--- config.mk ---
export PLATFORM = sky130hd
export DESIGN_NAME = receive_event_history_b
export DESIGN_NICKNAME = d
export VERILOG_FILES = /design/src/hdl/rx_history_b_pkg.sv /design/src/hdl/receive_event_history_b.sv
export SDC_FILE = /design/constraint.sdc
export NUM_CORES = 1
export LEC_CHECK = 0
export BUFFER_PORTS_ARGS = -buffer_cell sky130_fd_sc_hd__buf_2
export CAP_MARGIN = 20
export CORE_ASPECT_RATIO = 0.6
export CORE_MARGIN = 5
export CORE_UTILIZATION = 46
export CTS_CLUSTER_DIAMETER = 150
export DETAILED_ROUTE_END_ITERATION = 8
export GPL_TIMING_DRIVEN = 0
export MAX_ROUTING_LAYER = met4
export PLACE_DENSITY = 0.77
export SLEW_MARGIN = 15
export SYNTH_ARGS = -nofsm -noshare
export SYNTH_HDL_FRONTEND = slang
export SYNTH_SLANG_ARGS = --single-unit
export TNS_END_PERCENT = 30
--- constraint.sdc ---
create_clock -name clock_in -period 2.8 [get_ports clock_in]
set_clock_uncertainty 0.2 [all_clocks]
set_input_delay 0.28 -clock clock_in [delete_from_list [all_inputs] [get_ports clock_in]]
set_output_delay 0.28 -clock clock_in [all_outputs]
set_load 0.1 [all_outputs]
--- src/hdl/rx_history_b_pkg.sv ---
// package: register map, bit layout and timing for receive event history b
package rx_history_b_pkg;
  // register index as printed; the byte address is four times the index
  localparam logic [9:0] history_b_index = 10'h00a;
  localparam logic [9:0] mask_b_index = 10'h00c;
  localparam logic [11:0] history_b_offset = {history_b_index, 2'b00};
  localparam logic [11:0] mask_b_offset = {mask_b_index, 2'b00};
  localparam logic [11:0] state_threshold_offset = 12'h034;
  localparam logic [11:0] irq_status_offset = 12'h038;
  localparam logic [11:0] irq_mask_offset = 12'h03c;
  localparam logic [11:0] control_offset = 12'h040;
  localparam int idle_bit = 0;
  localparam int threshold_bit = 1;
  localparam int active_bit = 2;
  localparam int unknown_bit = 3;
  localparam int conn_bit = 4;
  localparam int elastic_bit = 5;
  localparam int long_idle_bit = 6;
  localparam int spare_pos = 7;
  localparam int cascade_en_bit = 0;
  localparam logic [7:0] history_reset = 8'h02;
  localparam logic [7:0] mask_reset = 8'h00;
  localparam logic [9:0] idle_pair_code = 10'h3ff;
  localparam logic [9:0] jk_pair_code = 10'h311;
  localparam logic [3:0] idle_pairs_min = 4'h2;
  localparam logic [3:0] long_idle_pairs_min = 4'h8;
  localparam int clock_period_ns = 50;
  localparam int cascade_window_ns = 80;
  localparam int cascade_window_cycles =
    (cascade_window_ns / clock_period_ns) < 1 ? 1 : cascade_window_ns / clock_period_ns;
  localparam int irq_history_bit = 0;
  localparam int irq_elastic_bit = 1;
endpackage

--- src/hdl/receive_event_history_b.sv ---
// module: sticky receive event history register b with mask, threshold counter and apb slave
`timescale 1ns/1ps
// Behaviour
// - entering a line state sets that state's history bit
// - earlier line state bits are never cleared by hardware
// - summary output high when any history bit and its mask bit are both set
// - idle bit set after two consecutive idle symbol pairs
// - threshold bit set when state counter hits zero; held until reload and clear
// - reset loads state counter with zero so threshold bit reads one
// - active bit set on a jk start delimiter pair
// - unknown bit set on unknown line state when last known was active or idle
// - outside cascade mode, event bit d4 set when any masked connection condition bit is set
// - in cascade mode d4 set if start not seen within two clock cycles (100 ns at the 50 ns clock) of ready release
// - elastic buffer fault bit set on overflow or underflow, held until cleared
// - long idle bit set after eight idle symbol pairs
// - spare bit resets to zero and steers nothing
module receive_event_history_b #(
  parameter int count_width = 8
) (
  // clock and reset
  input wire logic clock_in,
  input wire logic rstn_in,
  input wire logic clk_en_in,
  // apb slave
  input wire logic psel_in,
  input wire logic penable_in,
  input wire logic pwrite_in,
  input wire logic [11:0] paddr_in,
  input wire logic [31:0] pwdata_in,
  output logic [31:0] prdata_out,
  output logic pready_out,
  output logic pslverr_out,
  // receiver events
  input wire logic [9:0] rx_pair_in,
  input wire logic rx_pair_valid_in,
  input wire logic line_unknown_in,
  input wire logic elastic_fault_in,
  input wire logic [7:0] conn_mgmt_condition_reg_in,
  input wire logic [7:0] conn_mgmt_condition_mask_in,
  input wire logic chain_ready_out_in,
  input wire logic chain_start_in,
  // summary and interrupt
  output logic rx_history_b_summary_out,
  output logic irq_out
);

  typedef enum logic [1:0] {ls_none, ls_idle, ls_active, ls_unknown} line_type;

  typedef struct packed {
    logic [7:0] history;
    logic [7:0] mask;
    logic [count_width-1:0] threshold;
    logic [count_width-1:0] counter;
    logic [1:0] irq_status;
    logic [1:0] irq_mask;
    logic cascade_en;
    logic [3:0] idle_run;
    line_type last_known;
    logic unknown_prev;
    logic ready_prev;
    logic cascade_wait;
    logic [3:0] cascade_cnt;
    logic [31:0] rdata;
  } state_type;

  state_type s_q;
  state_type s_d;

  function automatic logic [7:0] w1_keep(input logic [7:0] cur, input logic [31:0] wd);
    w1_keep = cur & wd[7:0];
  endfunction

  logic apb_access;
  logic addr_ok;
  logic [7:0] set_ev;
  logic is_idle;
  logic is_jk;

  assign apb_access = psel_in && penable_in;
  assign addr_ok = (paddr_in == rx_history_b_pkg::history_b_offset) ||
                   (paddr_in == rx_history_b_pkg::mask_b_offset) ||
                   (paddr_in == rx_history_b_pkg::state_threshold_offset) ||
                   (paddr_in == rx_history_b_pkg::irq_status_offset) ||
                   (paddr_in == rx_history_b_pkg::irq_mask_offset) ||
                   (paddr_in == rx_history_b_pkg::control_offset);
  assign pready_out = 1'b1;
  assign pslverr_out = apb_access && !addr_ok;
  assign prdata_out = s_q.rdata;
  assign is_idle = rx_pair_valid_in && (rx_pair_in == rx_history_b_pkg::idle_pair_code);
  assign is_jk = rx_pair_valid_in && (rx_pair_in == rx_history_b_pkg::jk_pair_code);

  always_comb begin
    s_d = s_q;
    set_ev = 8'h00;
    if (rx_pair_valid_in) begin
      if (is_idle && s_q.idle_run != 4'hf) begin
        s_d.idle_run = s_q.idle_run + 4'h1;
      end else if (!is_idle) begin
        s_d.idle_run = 4'h0;
      end
    end
    // idle and long idle on reaching the pair counts
    if (is_idle && s_q.idle_run == rx_history_b_pkg::idle_pairs_min - 4'h1) begin
      set_ev[rx_history_b_pkg::idle_bit] = 1'b1;
    end
    if (is_idle && s_q.idle_run == rx_history_b_pkg::long_idle_pairs_min - 4'h1) begin
      set_ev[rx_history_b_pkg::long_idle_bit] = 1'b1;
    end
    if (s_d.idle_run >= rx_history_b_pkg::idle_pairs_min) begin
      s_d.last_known = ls_idle;
    end
    if (is_jk) begin
      set_ev[rx_history_b_pkg::active_bit] = 1'b1;
      s_d.last_known = ls_active;
    end
    s_d.unknown_prev = line_unknown_in;
    if (line_unknown_in && !s_q.unknown_prev &&
        (s_q.last_known == ls_active || s_q.last_known == ls_idle)) begin
      set_ev[rx_history_b_pkg::unknown_bit] = 1'b1;
    end
    if (line_unknown_in) begin
      s_d.last_known = ls_unknown;
    end
    // state counter runs down to zero and stops
    if (s_q.counter != '0) begin
      s_d.counter = s_q.counter - count_width'(1);
    end
    if (s_q.counter == '0) begin
      set_ev[rx_history_b_pkg::threshold_bit] = 1'b1;
    end
    if (!s_q.cascade_en && |(conn_mgmt_condition_reg_in & conn_mgmt_condition_mask_in)) begin
      set_ev[rx_history_b_pkg::conn_bit] = 1'b1;
    end
    // cascade start must follow ready release within the window
    s_d.ready_prev = chain_ready_out_in;
    if (s_q.cascade_en && s_q.ready_prev && !chain_ready_out_in) begin
      s_d.cascade_wait = 1'b1;
      s_d.cascade_cnt = 4'h0;
    end else if (s_q.cascade_wait) begin
      if (chain_start_in) begin
        s_d.cascade_wait = 1'b0;
      end else if (s_q.cascade_cnt >= 4'(rx_history_b_pkg::cascade_window_cycles)) begin
        s_d.cascade_wait = 1'b0;
        set_ev[rx_history_b_pkg::conn_bit] = 1'b1;
      end else begin
        s_d.cascade_cnt = s_q.cascade_cnt + 4'h1;
      end
    end
    if (elastic_fault_in) begin
      set_ev[rx_history_b_pkg::elastic_bit] = 1'b1;
    end
    // register writes, then hardware sets win over clears
    if (apb_access && pwrite_in) begin
      unique case (paddr_in)
        rx_history_b_pkg::history_b_offset:
          s_d.history = w1_keep(s_q.history, pwdata_in);
        rx_history_b_pkg::mask_b_offset: s_d.mask = pwdata_in[7:0];
        rx_history_b_pkg::state_threshold_offset: begin
          s_d.threshold = pwdata_in[count_width-1:0];
          s_d.counter = pwdata_in[count_width-1:0];
        end
        rx_history_b_pkg::irq_status_offset: s_d.irq_status = s_q.irq_status & ~pwdata_in[1:0];
        rx_history_b_pkg::irq_mask_offset: s_d.irq_mask = pwdata_in[1:0];
        rx_history_b_pkg::control_offset:
          s_d.cascade_en = pwdata_in[rx_history_b_pkg::cascade_en_bit];
        default: ;
      endcase
    end
    s_d.history = s_d.history | set_ev;
    s_d.history[rx_history_b_pkg::spare_pos] = s_d.history[rx_history_b_pkg::spare_pos];
    if (|set_ev[6:0]) begin
      s_d.irq_status[rx_history_b_pkg::irq_history_bit] = 1'b1;
    end
    if (elastic_fault_in) begin
      s_d.irq_status[rx_history_b_pkg::irq_elastic_bit] = 1'b1;
    end
    // read data is captured in the setup cycle so it stands at the access edge
    s_d.rdata = 32'h0;
    if (psel_in && !penable_in && !pwrite_in) begin
      unique case (paddr_in)
        rx_history_b_pkg::history_b_offset: s_d.rdata = {24'h0, s_q.history};
        rx_history_b_pkg::mask_b_offset: s_d.rdata = {24'h0, s_q.mask};
        rx_history_b_pkg::state_threshold_offset: s_d.rdata = 32'(s_q.threshold);
        rx_history_b_pkg::irq_status_offset: s_d.rdata = {30'h0, s_q.irq_status};
        rx_history_b_pkg::irq_mask_offset: s_d.rdata = {30'h0, s_q.irq_mask};
        rx_history_b_pkg::control_offset: s_d.rdata = {31'h0, s_q.cascade_en};
        default: s_d.rdata = 32'h0;
      endcase
    end
  end

  always_ff @(posedge clock_in or negedge rstn_in) begin
    if (!rstn_in) begin
      s_q <= '0;
      s_q.history <= rx_history_b_pkg::history_reset;
      s_q.mask <= rx_history_b_pkg::mask_reset;
      s_q.last_known <= ls_none;
    end else if (clk_en_in) begin
      s_q <= s_d;
    end
  end

  assign rx_history_b_summary_out = |(s_q.history & s_q.mask);
  assign irq_out = |(s_q.irq_status & s_q.irq_mask);
endmodule

# After elaboration in Yosys (flattened, before gate mapping)
# Index checks and enable logic that the tools add are counted.
dict set report op_classes {
  reduce_logical 47
  multipliers 0
  bitwise_logic 7
  addsub 3
  n_eq_ne 15
  n_mux 35
  div 0
  shift 0
  n_lt_le_gt_ge 2
}
# op n
set op_table {}
lappend op_table {{equality test 12 x 6 -> 1 bit (second input constant)} 5}
lappend op_table {{one-hot mux 8 bit (6 select lines)} 1}
lappend op_table {{two-way mux 37 bit} 1}
lappend op_table {{two-way mux 8 bit} 4}
lappend op_table {{AND 8 bit} 3}
lappend op_table {{equality test 10 bit (second input constant)} 2}
lappend op_table {{two-way mux 4 bit} 5}
lappend op_table {{AND reduction 3 bit} 6}
lappend op_table {{two-way mux 1 bit} 16}
lappend op_table {{two-way mux 16 bit} 1}
lappend op_table {{OR reduction 8 bit} 2}
lappend op_table {{logical AND 1 bit} 15}
lappend op_table {{equality test 12 x 7 -> 1 bit (second input constant)} 1}
lappend op_table {{two-way mux 2 bit} 5}
lappend op_table {{two-way mux 5 bit} 2}
lappend op_table {{nonzero test 2 bit} 5}
lappend op_table {{adder 4 x 1 -> 4 bit (second input constant)} 2}
lappend op_table {{zero test 8 bit} 1}
lappend op_table {{bitwise OR 8 x 7 -> 8 bit} 1}
lappend op_table {{nonzero test 8 bit} 1}
lappend op_table {{subtractor 8 x 1 -> 8 bit (second input constant)} 1}
lappend op_table {{OR reduction 7 bit} 1}
lappend op_table {{zero test 1 bit} 6}
lappend op_table {{logical OR 1 bit} 6}
lappend op_table {{15 further kinds} 16}
dict set report totals {
  ramBits 0
  latch_bits 0
  register_bits 82
  out_inout_bits 36
  memories 0
  romBits 0
}

# Logic depth before layout (Yosys ltp)
# Gate-level depths: netlist of run 1.
dict set report depth {
  ltp_word 11
  mapped_depth 7
  depth_no_buf 7
}

# Least setup slack after synthesis of run 1
# No wires, ideal clock.
dict set report synth_timing {
  path_type {in2out}
  from {input port paddr_in[3]}
  to {output port pslverr_out}
  path_buffers 1
  cell_stages 5
  path_slack_ns -0.044
  t_required_ns 2.320
  t_arrival_ns 2.364
  cell_sequence {clkbuf_1 -> nor4b_1 -> a31oi_1 -> o21ai_0 -> a21oi_1}
}
dict set report synth_via {
  elab_chain_len 8
  elab_cells_between_ends 13
  classes_between {6 x eq/ne; 7 x reduce/logical}
}
# element line_no
set synth_rtl {}
lappend synth_rtl {{start, declared} receive_event_history_b.sv:28} ;# input wire logic [11:0] paddr_in,
lappend synth_rtl {{equality test 12 x 6 -> 1 bit, on equally long branches} {receive_event_history_b.sv:80, receive_event_history_b.sv:81}}
lappend synth_rtl {{logical OR 1 bit} receive_event_history_b.sv:80} ;# assign addr_ok = (paddr_in == rx_history_b_pkg::history_b_offset) ||
lappend synth_rtl {{logical OR 1 bit} receive_event_history_b.sv:81} ;# (paddr_in == rx_history_b_pkg::mask_b_offset) ||
lappend synth_rtl {{logical OR 1 bit} receive_event_history_b.sv:82} ;# (paddr_in == rx_history_b_pkg::state_threshold_offset) ||
lappend synth_rtl {{logical OR 1 bit} receive_event_history_b.sv:83} ;# (paddr_in == rx_history_b_pkg::irq_status_offset) ||
lappend synth_rtl {{logical OR 1 bit *} receive_event_history_b.sv:84} ;# (paddr_in == rx_history_b_pkg::irq_mask_offset) ||
lappend synth_rtl {{zero test 1 bit *} receive_event_history_b.sv:87} ;# assign pslverr_out = apb_access && !addr_ok;
lappend synth_rtl {{logical AND 1 bit *} receive_event_history_b.sv:87}
lappend synth_rtl {{end, declared} receive_event_history_b.sv:32} ;# output logic pslverr_out,
# Every way passes the cells marked *; elsewhere a longest branch is shown, timed or not.

# Worst setup path in the final report of run 1
dict set report layout_timing {
  from {register s_q[50] in the netlist's numbering}
  to {register s_q[51] in the netlist's numbering}
}
dict set report layout_via {
  elab_chain_len 4
  elab_cells_between_ends 5
  classes_between {1 x add/sub; 3 x mux; 1 x reduce/logical}
}
# element line_no
set layout_rtl {}
lappend layout_rtl {{start, declared} receive_event_history_b.sv:66} ;# state_type s_q;
lappend layout_rtl {{subtractor 8 x 1 -> 8 bit or nonzero test 8 bit (tied branches)} {receive_event_history_b.sv:126, receive_event_history_b.sv:125}}
lappend layout_rtl {{two-way mux 8 bit *} receive_event_history_b.sv:125} ;# if (s_q.counter != '0) begin
lappend layout_rtl {{two-way mux 16 bit} receive_event_history_b.sv:154} ;# unique case (paddr_in)
lappend layout_rtl {{two-way mux 37 bit *} receive_event_history_b.sv:153} ;# if (apb_access && pwrite_in) begin
# Every way passes the cells marked *; elsewhere a longest branch is shown, timed or not. The select of a mux whose other input is x is not followed.
# A chain may end at the register's enable or synchronous reset.

==> results of run 1 <==
-- registers in the layout (all words and copies together), names as in the netlist --
register and cells:
prdata_out 8, s_q 50
-- worst max-delay path by stage --
stage / depth (start not counted) / startpoint / slack, ps / to
finish: 7 / s_q[50]$_DFFE_PN0P_ / 120 / s_q[51]$_DFFE_PN0P_
global route: 7 / s_q[50]$_DFFE_PN0P_ / 10 / s_q[51]$_DFFE_PN0P_
CTS: 7 / paddr_in[9] / 120 / s_q[54]$_DFFE_PN0P_
detailed placement: 7 / paddr_in[9] / -150 / s_q[54]$_DFFE_PN0P_
global placement: 7 / s_q[50]$_DFFE_PN0P_ / -80 / s_q[48]$_DFFE_PN0P_
floorplan: 7 / s_q[50]$_DFFE_PN0P_ / 460 / s_q[53]$_DFFE_PN0P_
-- cells in the final DEF, fill, tap and decap left out, types with 5 or more instances in the layout --
| cell type | count |
|---|---|
| nor4b_1 | 5 |
| a22oi_1 | 21 |
| o21ai_1 | 7 |
| inv_1 | 10 |
| a31oi_1 | 5 |
| conb_1 | 25 |
| clkbuf_1 | 9 |
| ha_1 | 7 |
| nand4_1 | 5 |
| dfrtp_1 | 57 |
| a22o_1 | 6 |
| nand2_1 | 35 |
| mux2_2 | 21 |
| buf_4 | 35 |
| nor2_1 | 15 |
| a21oi_1 | 13 |
| nor3_1 | 7 |
| mux2i_1 | 5 |
| nand3_1 | 11 |
| clkbuf_16 | 9 |
| a21boi_0 | 6 |
| o21ai_0 | 23 |
| buf_2 | 65 |
-- final cells by class --
type,count,area [sq um],share of cell area
buffer,45,307,0.0695
multi-input combinational,271,1820,0.412
clock buffer,10,229,0.0519
clock inverter,6,105,0.0238
sequential,58,1450,0.329
inverter,10,37.5,0.00851
tap,104,130,0.0295
timing repair buffer,65,333,0.0754
-- logic make-up (layout without fill, tap and decap cells) --
group                    after synthesis  in the layout
AND/OR/NAND/NOR                      111            111
AO/OA/AOI/OAI                        100            100
flip-flops                            58             58
buffers and inverters                 55            136
multiplexers                          27             27
adder cells (fa/ha/maj)                7              7
other                                  2             25
XOR/XNOR                               1              1
-- per-stage QoR --
step           total power, mW  cell area [sq um]
2_1_floorplan             1.39               3590
3_3_place_gp              1.52               4050
3_5_place_dp              1.54               4050
4_1_cts                   2.79               4400
5_1_grt                   2.92               4410
6_report                  2.80               4410
-- critical path, cell delays in order (launching register included) --
cell     delay (ps)
dfrtp_1         430
inv_1           110
ha_1            210
or4b_2          680
or4_1           520
o21ai_0         260
nand2_1         100
o21ai_1         100
-- what timing repair did --
item,4_1_cts,5_1_grt
hold buffers,1,0
endpoints found under the setup margin,4,5
gates resized for setup,1,2
endpoints found under the hold margin,57,0
-- power groups by stage --
stage | clock network (mW) | logic [mW] | registers [mW]
final | 1.24 | 0.546 | 1.02
after detailed placement | 0 | 0.524 | 1.01
after global placement | 0 | 0.514 | 1.01
after floorplan | 0 | 0.399 | 0.991
after global routing | 1.29 | 0.603 | 1.03
after CTS | 1.25 | 0.541 | 1.00
-- per-layer routing --
layer	routed length, um	track usage	vias to the layer above
li1	-	-	1484
met1	4120	0.272	1537
met2	4400	0.321	148
met3	971	0.0727	7
met4	57	0.0302	0
met5	0	-	-
==> impl_metrics.ini, run 1 <==
[outcome]
status = finished, final reports clean

[floorplan]
num_io_pins = 117
num_rows = 24
core_area_sq_mm = 0.00733
dieArea_sq_mm = 0.00952
start_util = 0.478
die_w_um = 123
die_y_um = 77.6

[timing]
tightest_slew_ps = 832
setup_tns_ps = 0
finalMaxSlewViolations = 0
hold_viol_final = 0
grt_setup_unrepaired = no
period_share = 0.958
max_clock_freq_mhz = 373
worst_slack_ps = 118
max-slew-margin-rel = 0.441
setup_viol = 0
hold_slack_ps = 20.3
period_minus_slack_ps = 2680

[clock_network]
cts_tree = built
postCtsSetupBuffers = 0
clkLatencyLatePin_ps = 320
cts_buffer_depth = 2
root_buffer = clkbuf_16
cts.sinks = 58
numCtsBuffers = 9
htreeDepth = 3
clk_pin_slew_ps = 50

[power_and_ir_drop]
switching_share = 0.301
p_clk_frac = 0.442
comb_power_share = 0.195
p_leak_nw = 2.06
pwr_density_cell_mw_per_mm2 = 635
seqPwrFrac = 0.363
power.internal_mw = 1.96
power.switching_mw = 0.844
irDropWorstVdd_mv = 0.452

[place]
place.port_buffers = 64
gp_congestion = 0.936
dp_hpwl_mm = 7.17
dpl.cell_count = 552
pre_cts_ws_ps = -150

[logic_synthesis]
ys_top_cells_by_area = dfrtp_1, buf_4, mux2_2, a22oi_1, nand2_1
synth_compound_area_frac = 0.186
avgSynthCellArea_sq_um = 9.71
synth_top_family_by_area = compound AO/OA/AOI/OAI gates
synth-simple-area-share = 0.184
synth.most_common_cell = dfrtp_1
ys_seq_elements = 58
yosysSeqAreaShare = 0.414
synth-edff-count = 0
yosysWarnings = 0
async_flop_share = 1.00
synth_top_area_share = 0.407
synth.area.mux_share = 0.0882
yosysTopAreaCell = dfrtp_1
synthXorXnorAreaFrac = 0.00250
syn-cell-area_sq_mm = 0.00350
synthAdderAreaFrac = 0.0250
synth_flop_cell = dfrtp_1
synth_common_cells = dfrtp_1, nand2_1, buf_4, o21ai_0
ys_types = 52
synthCells = 361

[global_route]
grt_usage = 0.208
grt_antenna_before_repair = 0
grt_max_degree = 59
grt_overflow_total = 0
grt_pass1_wl_mm = 15.4
grt_pass1_vias = 3074

[cells_and_area]
final_core_utilization = 0.602
stdcell_count = 569
nFillCells = 654
diodes = 0
finish.net_count = 548
area_growth_pct = 25.9
drive_gt1_frac = 0.316

[min_path]
hold_depth = 2
hp-class = in2reg
holdPathEnd = s_q[39]$_DFFE_PN0P_
min_from = line_unknown_in

[drt]
routed_wl_mm = 9.55
vias = 3176
ant_nets = 0
drtIter0Drc = 250
dr.pass1.iters = 5
remaining_drc_errors = 0
routedWlPerCell_um = 16.8
viasPerCell = 5.58

[setup_path]
cp.required_ps = 2840
reg2reg_slack_ps = 120
crit_fanout = 5
rr_startpoint = s_q[50]$_DFFE_PN0P_
rr_worst_depth = 7
worstReg2RegEnd = s_q[51]$_DFFE_PN0P_
criticalPathCategory = reg2reg
crit_path_end_kind = flop
cp.arrival_ps = 2720
critPathLaunchType = flop

[job]
max_cap_violations = 0
Note: power is estimated with default switching activity, not from simulation.
==> run 2: changes to the inputs <==
Settings changed: CTS_CLUSTER_DIAMETER 150 to not set, GPL_TIMING_DRIVEN 0 to not set.
==> run 2 against run 1 <==
  * Cell area shrank 5.4%
  * Clock-buffer cell count grew 5
  * Sequential share of layout area grew 1.9 points
  * Worst hold slack gained 1.7 ps
  * Maximum frequency grew 1.9%
  * Wire length shrank 4.1%
  * Setup slack gained 51 ps
  * Core utilization shrank 3.3 points
  * Critical path depth is the same
  * Die area is the same
  * Final cell count shrank 5.3%
  * Highest routed layer unchanged
==> impl_metrics.ini, run 2 (synthesis gave the netlist of run 1 again) <==
[power_and_ir_drop]
irDropWorstVdd_mv = 0.311
power.internal_mw = 1.86
power.switching_mw = 0.801
p_leak_nw = 1.91
switching_share = 0.301
seqPwrFrac = 0.378
pwr_density_cell_mw_per_mm2 = 638
p_clk_frac = 0.429
comb_power_share = 0.193

[clock_network]
cts_buffer_depth = 2
numCtsBuffers = 9
clkLatencyLatePin_ps = 330
cts.sinks = 58
htreeDepth = 3
cts_tree = built
clk_pin_slew_ps = 50
postCtsSetupBuffers = 0
root_buffer = clkbuf_16

[drt]
vias = 3078
viasPerCell = 5.71
ant_nets = 0
drtIter0Drc = 277
dr.pass1.iters = 5
routed_wl_mm = 9.16
routedWlPerCell_um = 17.0
remaining_drc_errors = 0

[timing]
period_share = 0.940
finalMaxSlewViolations = 0
setup_viol = 0
hold_viol_final = 0
grt_setup_unrepaired = no
max-slew-margin-rel = 0.615
period_minus_slack_ps = 2630
worst_slack_ps = 168
setup_tns_ps = 0
max_clock_freq_mhz = 380
tightest_slew_ps = 563

[setup_path]
critPathLaunchType = flop
critPathSlowestCell = or4b_2
path_cells = inv_1 > ha_1 > or4b_2 > or4_1 > nand3_1 > o21ai_1 > a22o_1
crit_path_end_kind = flop
criticalPathCategory = reg2reg
cp.arrival_ps = 2640
rr_startpoint = s_q[50]$_DFFE_PN0P_
cp.required_ps = 2800
worstSetupStartpoint = s_q[50]$_DFFE_PN0P_
cp_slowest_stage_delay_ps = 660
critical_path_buf_inv_count = 1
crit_fanout = 5
path_delay_family = simple AND/OR/NAND/NOR gates

[floorplan]
start_util = 0.478
die_y_um = 77.6
core_area_sq_mm = 0.00733
dieArea_sq_mm = 0.00952
die_w_um = 123
num_io_pins = 117
num_rows = 24

[cells_and_area]
largest_reg_flops = 50
nFillCells = 664
area_growth_pct = 19.1
diodes = 0
layout_common_cells = buf_2, dfrtp_1, nand2_1, conb_1, o21ai_0
drive_gt1_frac = 0.278
final_common_cell = buf_2
finish.net_count = 518
top_register = s_q

[global_route]
grt_pass1_vias = 3131
use_met1 = 0.272
grt_use_met3 = 0.0632
grt.busiest_layer = met2
grt_antenna_before_repair = 0
use_met2 = 0.306
grt_pass1_wl_mm = 15.3
grt_overflow_total = 0
grt_usage = 0.206
grt_max_degree = 33

[place]
gp_congestion = 1.01
dp_hpwl_mm = 6.92
place.port_buffers = 67
pre_cts_ws_ps = 171

[min_path]
hp-class = in2reg
min_from = chain_ready_out_in

[job]
max_cap_violations = 0

[outcome]
status = finished, final reports clean
-- run 2: cell count changes in the layout (fill, tap and decap cells not counted) --
cell           delta
nor4_2            -1
buf_6             -1
nor4_1            +2
clkbuf_8          +4
nor4_4            -1
dlygate4sd3_1     +1
clkinv_2          -3
bufinv_16         -2
buf_2             +2
buf_4            -24
clkbuf_1          -7
-- run 2: area by class of cell --
type	instances	area, sq um	area share
flip-flops and latches	58	1450	0.348
clock buffers	15	288	0.0689
well taps	104	130	0.0312
clock inverters	1	30.0	0.00719
multi-input cells	271	1800	0.431
inverters	10	37.5	0.00899
repair buffers	80	438	0.105
-- run 2: power groups by stage --
stage,clock network [mW],registers (mW),logic [mW]
finish,1.14,1.01,0.515
global route,1.20,1.02,0.569
CTS,1.16,1.00,0.511
detailed placement,0,1.01,0.501
global placement,0,1.01,0.487
floorplan,0,0.991,0.399
-- run 2: per-layer routing --
metal  share of wire  vias up
met5               0        -
met4           0.013        0
met3           0.083       15
met2            0.45      132
met1            0.46     1514
li1                -     1417
-- run 2: worst paths after layout --
kind	end	slack [ps]	depth (start not counted)
max	s_q[53]$_DFFE_PN0P_	170	7
min	s_q[37]$_DFFE_PN0P_	20	2
max reg2reg	s_q[53]$_DFFE_PN0P_	170	7
min reg2reg	prdata_out[0]$_DFFE_PN0P_	300	2
max in group asynchronous	s_q[75]$_DFFE_PN1P_	1500	3
min in group asynchronous	s_q[63]$_DFFE_PN0P_	170	2
-- run 2: through the flow --
stage	hold WS [ps]	cell area, sq um	cells	util	total power [mW]
6_report	22.1	4170	539	0.570	2.66
5_1_grt	24.3	4170	539	0.570	2.78
4_1_cts	12.1	4170	539	0.570	2.67
3_5_place_dp	-22.0	3840	521	0.524	1.52
3_3_place_gp	-32.8	3840	521	0.524	1.49
2_1_floorplan	-216	3590	384	-	1.39
-- run 2: timing repair --
action | in CTS | in global routing
gates resized for setup | 0 | 0
hold buffers | 2 | 0
hold endpoints to repair | 27 | 0
